[src/hw/acr_regs.svh]
/*
 Constants of the converter configuration bank: register offsets, reset values,
 serial word layout and reset timing. Assumes a 10 MHz system clock.
*/
// Operation
// RL1 - Reset held 2 us restores register defaults; the device needs 21 clocks (2.1 us) of reset before it does
// RL2 - Reset also clears core and data outputs
// RL3 - Registers programmed over three serial wires
// RL4 - Without reset pin, host loads defaults serially
// RL5 - Default order: 9,A,B,C,D,E,0,1,F
// RL6 - Word: top nibble address, twelve bits data
// RL7 - Address E gets 804, others zero
// RL8 - Delay loop on by default, bypass below 60MSPS
// RL9 - Host writes nothing until reset ends
`ifndef ACR_REGS_SVH
`define ACR_REGS_SVH

`define ACR_ADDR_0 4'h0
`define ACR_ADDR_1 4'h1
`define ACR_ADDR_9 4'h9
`define ACR_ADDR_A 4'ha
`define ACR_ADDR_B 4'hb
`define ACR_ADDR_C 4'hc
`define ACR_ADDR_D 4'hd
`define ACR_ADDR_E 4'he
`define ACR_ADDR_F 4'hf
`define ACR_RST_DEFAULT 12'h000
`define ACR_RST_E 12'h804
`define ACR_ADDR_MSB 15
`define ACR_ADDR_LSB 12
`define ACR_DATA_MSB 11
`define ACR_DLL_OFF_BIT 0
`define ACR_WORD_BITS 16
`define ACR_CLK_HZ 10000000
`define ACR_RST_MIN_NS 2000
`define ACR_RST_MIN_CYC ((`ACR_RST_MIN_NS * (`ACR_CLK_HZ / 1000000) + 999) / 1000)
`define ACR_SCLK_HALF 2

`endif

[src/hw/acr_pkg.sv]
/*
 Types shared by the host and device ends of the configuration bank.
 Assumes acr_regs.svh supplies the constants.
*/
package acr_pkg;
	typedef logic [11:0] acr_data_t;
	typedef logic [3:0] acr_addr_t;
	typedef enum logic [1:0] {ACR_IDLE, ACR_RESET, ACR_LOAD, ACR_SHIFT} acr_host_e;
endpackage

[src/hw/acr_if.sv]
/*
 Three-wire serial link plus the reset line between host and converter.
 Assumes both ends run on the same clk.
*/
`timescale 1ns/1ns
interface acr_if;
	logic sclk;
	logic sen_n;
	logic sdata;
	logic reset;
	modport host (output sclk, output sen_n, output sdata, output reset);
	modport dev (input sclk, input sen_n, input sdata, input reset);
endinterface

[src/hw/acr_dev.sv]
/*
 Converter end of the configuration bank: nine write-only configuration
 registers loaded by 16-bit serial words, a reset pulse that restores their
 defaults and holds the converter core, and the registered data outputs.
 Assumes the link pins come from outside the clock domain, so each passes two
 flip-flops first, and that the host sends no word while reset is high.
 A reset pulse shorter than the minimum length leaves the registers alone.
*/

`timescale 1ns/1ns
`include "acr_regs.svh"

module acr_dev
	import acr_pkg::*;
#(
	parameter int DATA_W = 14
) (
	// System
	input wire logic clk,
	input wire logic rst,

	// Link
	acr_if.dev lnk,

	// Converter core
	input wire logic [DATA_W-1:0] sample,
	output logic [DATA_W-1:0] data_out,
	output logic dll_on,
	output logic [12*9-1:0] cfg_flat
);

	typedef struct packed {
		// Pin synchronisers
		logic [2:0] sclk_s;
		logic [1:0] sen_s;
		logic [1:0] sd_s;
		logic [1:0] rst_s;
		// Serial word
		logic [15:0] shreg;
		logic [4:0] cnt;
		// Reset pulse and core
		logic [7:0] rcnt;
		logic core_rst;
		// Registers and data
		acr_data_t [8:0] cfg;
		logic [DATA_W-1:0] dout;
	} acr_dev_s;
	acr_dev_s st_r, st_nxt;

	// Reset pulse length in clocks, counted after the synchroniser
	localparam int RCYC = `ACR_RST_MIN_CYC;
	localparam int NREG = 9;

	// Register map, in the slot order of cfg_flat
	localparam acr_addr_t REG_ADDR [NREG] = '{
		`ACR_ADDR_0,
		`ACR_ADDR_1,
		`ACR_ADDR_9,
		`ACR_ADDR_A,
		`ACR_ADDR_B,
		`ACR_ADDR_C,
		`ACR_ADDR_D,
		`ACR_ADDR_E,
		`ACR_ADDR_F
	};

	// Contents restored by a long enough reset pulse
	localparam acr_data_t REG_RST [NREG] = '{
		`ACR_RST_DEFAULT,
		`ACR_RST_DEFAULT,
		`ACR_RST_DEFAULT,
		`ACR_RST_DEFAULT,
		`ACR_RST_DEFAULT,
		`ACR_RST_DEFAULT,
		`ACR_RST_DEFAULT,
		`ACR_RST_E, // RL7
		`ACR_RST_DEFAULT
	};

	// Serial side
	logic sclk_rise;
	logic frame_on;
	logic word_done;
	acr_addr_t word_addr;
	acr_data_t word_data;
	logic [NREG-1:0] slot_hit;

	// Reset side
	logic rst_seen;
	logic rst_long;

	// Output side
	logic dll_off;

	// Also the asynchronous reset value, so it must stay constant
	function automatic acr_data_t [NREG-1:0] defaults();
		acr_data_t [NREG-1:0] d;
		for (int i = 0; i < NREG; i++) begin
			d[i] = REG_RST[i];
		end
		return d;
	endfunction

	// Shift count: cleared outside a frame and after a whole word
	function automatic logic [4:0] cnt_next(input logic on, input logic rise, input logic done,
			input logic [4:0] cur);
		logic [4:0] n;
		n = cur;
		if (!on || done) begin
			n = 5'h00;
		end else if (rise) begin
			n = cur + 5'h01;
		end
		return n;
	endfunction

	// Pulse counter stops at the minimum length until reset falls
	function automatic logic [7:0] rcnt_next(input logic seen, input logic [7:0] cur);
		logic [7:0] n;
		n = 8'h00;
		if (seen && cur != 8'(RCYC)) begin
			n = cur + 8'h01;
		end else if (seen) begin
			n = cur;
		end
		return n;
	endfunction

	// Edge found on the second stage against the third; the first stage feeds nothing else
	assign sclk_rise = st_r.sclk_s[1] && !st_r.sclk_s[2]; // RL3
	assign frame_on = !st_r.sen_s[1];
	// The sixteenth rising edge completes a word
	assign word_done = frame_on && sclk_rise && st_r.cnt == 5'(`ACR_WORD_BITS - 1);
	// Fifteen bits are in the shift register, the last one on the pin stage
	assign word_addr = st_r.shreg[14:11]; // RL6
	assign word_data = {st_r.shreg[10:0], st_r.sd_s[1]}; // RL6
	assign rst_seen = st_r.rst_s[1];
	// Shorter pulses are ignored so glitches keep the setup
	assign rst_long = rst_seen && st_r.rcnt == 8'(RCYC); // RL1
	// Bypass takes a write; the delay loop runs after rst or a reset pulse long enough to restore defaults
	assign dll_off = st_nxt.cfg[7][`ACR_DLL_OFF_BIT]; // RL8

	// One comparator per register; an unmapped address hits none and is dropped
	for (genvar g = 0; g < NREG; g++) begin : g_slot
		assign slot_hit[g] = word_done && word_addr == REG_ADDR[g]; // RL6
	end

	always_comb begin
		st_nxt = st_r;

		// Link pins through two stages, sclk through a third for the edge
		st_nxt.sclk_s = {st_r.sclk_s[1:0], lnk.sclk};
		st_nxt.sen_s = {st_r.sen_s[0], lnk.sen_n};
		st_nxt.sd_s = {st_r.sd_s[0], lnk.sdata};
		st_nxt.rst_s = {st_r.rst_s[0], lnk.reset};

		// Shift in on each rising serial clock inside a frame
		st_nxt.cnt = cnt_next(frame_on, sclk_rise, word_done, st_r.cnt);
		if (frame_on && sclk_rise) begin
			st_nxt.shreg = {st_r.shreg[14:0], st_r.sd_s[1]};
		end

		// Register writes
		for (int i = 0; i < NREG; i++) begin
			if (slot_hit[i]) begin
				st_nxt.cfg[i] = word_data;
			end
		end

		// Reset pulse: defaults and the core held once it is long enough
		st_nxt.rcnt = rcnt_next(rst_seen, st_r.rcnt);
		st_nxt.core_rst = rst_long; // RL2
		if (rst_long) begin
			st_nxt.cfg = defaults(); // RL1
			st_nxt.shreg = 16'h0000;
			st_nxt.cnt = 5'h00;
		end

		// Data outputs low for as long as the core is held
		if (st_nxt.core_rst) begin
			st_nxt.dout = '0; // RL2
		end else begin
			st_nxt.dout = sample;
		end
	end

	// All state but the outputs in one register
	always_ff @(posedge clk or posedge rst) begin
		if (rst) begin
			st_r <= '{cfg: defaults(), default: '0};
		end else begin
			st_r <= st_nxt;
		end
	end

	always_ff @(posedge clk or posedge rst) begin
		if (rst) begin
			data_out <= '0;
			dll_on <= 1'b1;
			cfg_flat <= defaults();
		end else begin
			// Data outputs follow the core one clock late
			data_out <= st_nxt.dout;
			dll_on <= !dll_off; // RL8
			// All nine registers side by side for the surroundings
			cfg_flat <= st_nxt.cfg;
		end
	end
endmodule

[src/flat_wrapper.sv]
// flat-port wrapper written by rule: the top's interface ports become plain ports
module acr_dev_flat import acr_pkg::*;
#(
	parameter int DATA_W = 14
)
  (clk, rst, sample, data_out, dll_on, cfg_flat, lnk_sclk, lnk_sen_n, lnk_sdata, lnk_reset);
  acr_if lnk_i ();
  input wire logic clk;
  input wire logic rst;
  input wire logic [DATA_W-1:0] sample;
  output logic [DATA_W-1:0] data_out;
  output logic dll_on;
  output logic [12*9-1:0] cfg_flat;
  input wire logic [$bits(lnk_i.sclk)-1:0] lnk_sclk;
  input wire logic [$bits(lnk_i.sen_n)-1:0] lnk_sen_n;
  input wire logic [$bits(lnk_i.sdata)-1:0] lnk_sdata;
  input wire logic [$bits(lnk_i.reset)-1:0] lnk_reset;
  assign lnk_i.sclk = lnk_sclk;
  assign lnk_i.sen_n = lnk_sen_n;
  assign lnk_i.sdata = lnk_sdata;
  assign lnk_i.reset = lnk_reset;
  acr_dev #(.DATA_W(DATA_W)) u_core (.clk(clk), .rst(rst), .lnk(lnk_i), .sample(sample), .data_out(data_out), .dll_on(dll_on), .cfg_flat(cfg_flat));
endmodule
[config.mk]
export PLATFORM = sky130hd
export DESIGN_NAME = acr_dev_flat
export DESIGN_NICKNAME = d
export VERILOG_FILES = /design/src/hw/acr_pkg.sv /design/src/hw/acr_if.sv /design/src/hw/acr_dev.sv /design/src/flat_wrapper.sv
export VERILOG_INCLUDE_DIRS = /design/src /design/src/hw
export SDC_FILE = /design/constraint.sdc
export NUM_CORES = 1
export LEC_CHECK = 0
export CAP_MARGIN = 10
export CORE_MARGIN = 5
export CORE_UTILIZATION = 40
export DETAILED_ROUTE_END_ITERATION = 6
export DONT_BUFFER_PORTS = 1
export GPL_TIMING_DRIVEN = 0
export PLACE_DENSITY = 0.62
export SYNTH_ARGS = -nofsm -noshare
export SYNTH_HDL_FRONTEND = slang
export SYNTH_SLANG_ARGS = --single-unit
[constraint.sdc]
create_clock -name clk -period 7.75 [get_ports clk]
set_input_delay 0.775 -clock clk [delete_from_list [all_inputs] [get_ports clk]]
set_output_delay 0.775 -clock clk [all_outputs]
set_load 0.02 [all_outputs]
==> metrics.yaml <==
dp.cells: 1090
cap_violations: 0
grt_max_degree: 125
path_class: "reg -> reg"
initial_core_util: 0.407
numClockSinks: 160
dr_total_vias: 6143
seq_area_frac_synth: 0.504
synth_top_area_share: 0.494
post_cts_buffers: 0
ir_drop_mv: 0.0891
cp.required_ns: 8.10
crit_arrival_ns: 2.76
slew_violations: 0
drt-total-wl_um: 22700
critPathSlowestCell: "clkbuf_1"
cts_tree: "yes"
p_leak_nw: 3.96
worstSkewPairLatency_ns: 0.43
die_y_um: 151
grt_pass1_wl_um: 34900
cts_buffers: 17
worst_setup_path_start_kind: "flip-flop"
cts-resized-gates: 0
ys_async_sr_fraction: 1.00
wl_per_cell_um: 20.2
grt_pass1_vias: 6034
cts_hold_buf: 0
final_util: 0.457
synth.area.mux_share: 0.00126
met1Wirelength_um: 9780
ios: 143
yosys.area_share.adder: 0.00629
multi_input_area_um2: 2690
startpoint: "u_core.st_r[131]"
ys_top_cells_by_area: "dfrtp_1, buf_4, a21oi_1"
num-fill-cells: 1881
mappedNetlistArea_um2: 7950
hpwlAfterDp_um: 15500
dr_wl_met2_um: 10500
met3_length_um: 1940
dp_slack_ns: 5.32
synth_top_family_by_area: "compound AO/OA/AOI/OAI gates"
cp_max_fo: 10
synth_compound_area_frac: 0.174
row_count: 51
synth_edf_count: 0
drive_gt1_frac: 0.264
whs_ns: 0.161
synth_ff_type: "dfrtp_1"
postSynthCellCount: 824
clk_pin_slew_worst_paths_ns: 0.06
ys_types: 44
ys_seq_elements: 160
port_buffers: 0
yosys.area_share.simple: 0.156
hold_viol_final: 0
diodes: 0
status: "complete, no violations"
gp_congestion: 0.848
hp-class: "in -> async"
core-area_um2: 19500
ant_nets: 0
die_w_um: 151
fin_crit_ns: 2.40
p_per_area_nw_per_um2: 208
seq_area_um2: 4010
die_area_um2: 22800
synth_area_leader_cell: "dfrtp_1"
cp_top_family: "buffers and inverters"
antenna_found_initial: 1
viasPerCell: 5.48
drc: 0
final_cells: 1122
setup_viol: 0
synth-xor-area-share: 0.00110
drt-pass1-iter-count: 5
top_layer: "met5"
slew_headroom: 0.395
period_share: 0.310
synth_fp_nets: 848
fmax_mhz: 416
finalWorstSetupSlack_ns: 5.35
drt_iter0_drc: 540
reg2reg_from: "u_core.st_r[131]"
overflow: 0
yosysWarnings: 0
critPathCaptureType: "flip-flop"
tightest_slew_ns: 0.908
finClkSkew_ns: 0.00905
slowest_delay_ns: 0.42
critPathBufInv: 3
fin_nets: 868
clk_path_buf_depth: 2
syn_to_final_growth_pct: 12.3
cts_htree_levels: 4
rsz0062_at_grt: "false"
cp_cell_sequence: "ha_1 > and3_1 > ha_1 > buf_2 > buf_2 > nand4b_1 > clkbuf_1 > o21ai_0 > a21oi_1"
cts_root_buf: "clkbuf_16"
syn_avg_cell_area_um2: 9.65
fin_setup_tns_ns: 0
grt_use_total: 0.201
final timing paths:
path / cells after the start / slack, ns / end
worst min-delay path: 1 / 0.16 / u_core.data_out[11]
min in group clk: 0 / 0.35 / u_core.st_r[155]
max in group asynchronous: 2 / 6.64 / u_core.st_r[77]
worst max-delay path: 9 / 5.35 / u_core.st_r[107]
worst min register to register: 0 / 0.35 / u_core.st_r[155]
worst max register to register: 9 / 5.35 / u_core.st_r[107]
cells in the final DEF (no fill, tap or decap), types with 2 or more instances in the layout:
master and instances:
o21ai_1 23, dfrtp_1 157, clkinv_2 2, and2_1 15, buf_4 111, a21oi_2 30, a21oi_1 99, buf_6 6
inv_1 5, or3_1 3, and4bb_2 3, nor2_1 4, nand4bb_1 4, nor3_1 3, buf_2 35, or4b_1 2
nand4_1 50, nand3_1 70, nor2b_1 2, clkbuf_8 3, ha_1 4, clkinvlp_4 3, nand4b_1 3, clkbuf_16 17
and3_1 3, nor3b_1 2, o21ai_0 90, nand2_1 34, clkbuf_1 45, bufinv_16 3, and4b_1 2, dfstp_2 3
nor4bb_1 2
sequential cells by signal (all words and copies together), names as in the netlist:
| signal | cells |
|---|---|
| u_core.st_r | 130 |
| u_core.data_out | 14 |
| u_core.cfg_flat | 9 |
| u_core.st_nxt | 5 |
| u_core.dll_on | 1 |
| u_core.rst_seen | 1 |
area by class of cell:
type,count,area share
flip-flops and latches,160,0.449
multi-input cells,464,0.301
plain buffers,194,0.138
clock buffers,23,0.0535
well taps,265,0.0371
clock inverters,9,0.0147
inverters,6,0.00336
repair buffers,1,0.00308
synthesized netlist by cell type, types with 2 or more instances:
master	count
buf_2	35
nand2_1	34
ha_1	4
or3_1	3
clkbuf_1	42
dfrtp_1	157
nand4b_1	3
and2_1	15
nor4bb_1	2
and3_1	3
nor3b_1	2
buf_4	111
o21ai_1	23
a21oi_1	99
and4bb_2	3
or4b_1	2
nor3_1	3
nor2b_1	2
and4b_1	2
buf_6	6
nand4bb_1	4
inv_1	6
dfstp_2	3
nor2_1	4
o21ai_0	90
nand3_1	70
nand4_1	50
a21oi_2	30
through the flow:
stage / cell area [um^2] / power, mW
3_5_place_dp: 8320 / 1.00
2_1_floorplan: 7950 / 0.951
6_report: 8930 / 1.86
3_3_place_gp: 8290 / 0.999
5_1_grt: 8930 / 1.92
4_1_cts: 8930 / 1.87
worst reg2reg max path: cells and delay by family, from the launching register on:
kind	cells	cell delay (ns)
compound gates	2	0.30
fa+ha+maj	2	0.46
buf+inv	3	0.83
flops	1	0.41
simple gates	2	0.35
metal layers:
metal / global-route usage / vias up
li1: - / 2838
met1: 0.281 / 3019
met2: 0.300 / 248
met3: 0.0577 / 36
met4: 0.0703 / 2
met5: 0 / -
power by group:
group,switching (mW),internal (mW),total [mW]
logic,0.0942,0.0252,0.119
clock network,0.340,0.532,0.872
registers,0.0165,0.854,0.870
total,0.450,1.41,1.86
cells by family (layout without fill, tap and decap cells):
logic type,count (synthesis),in the layout
compound gates,248,248
simple gates,210,210
buf+inv,200,233
flops,160,160
fa+ha+maj,4,4
xor+xnor,1,1
mux,1,1
Power figures use the tool's default switching activity.
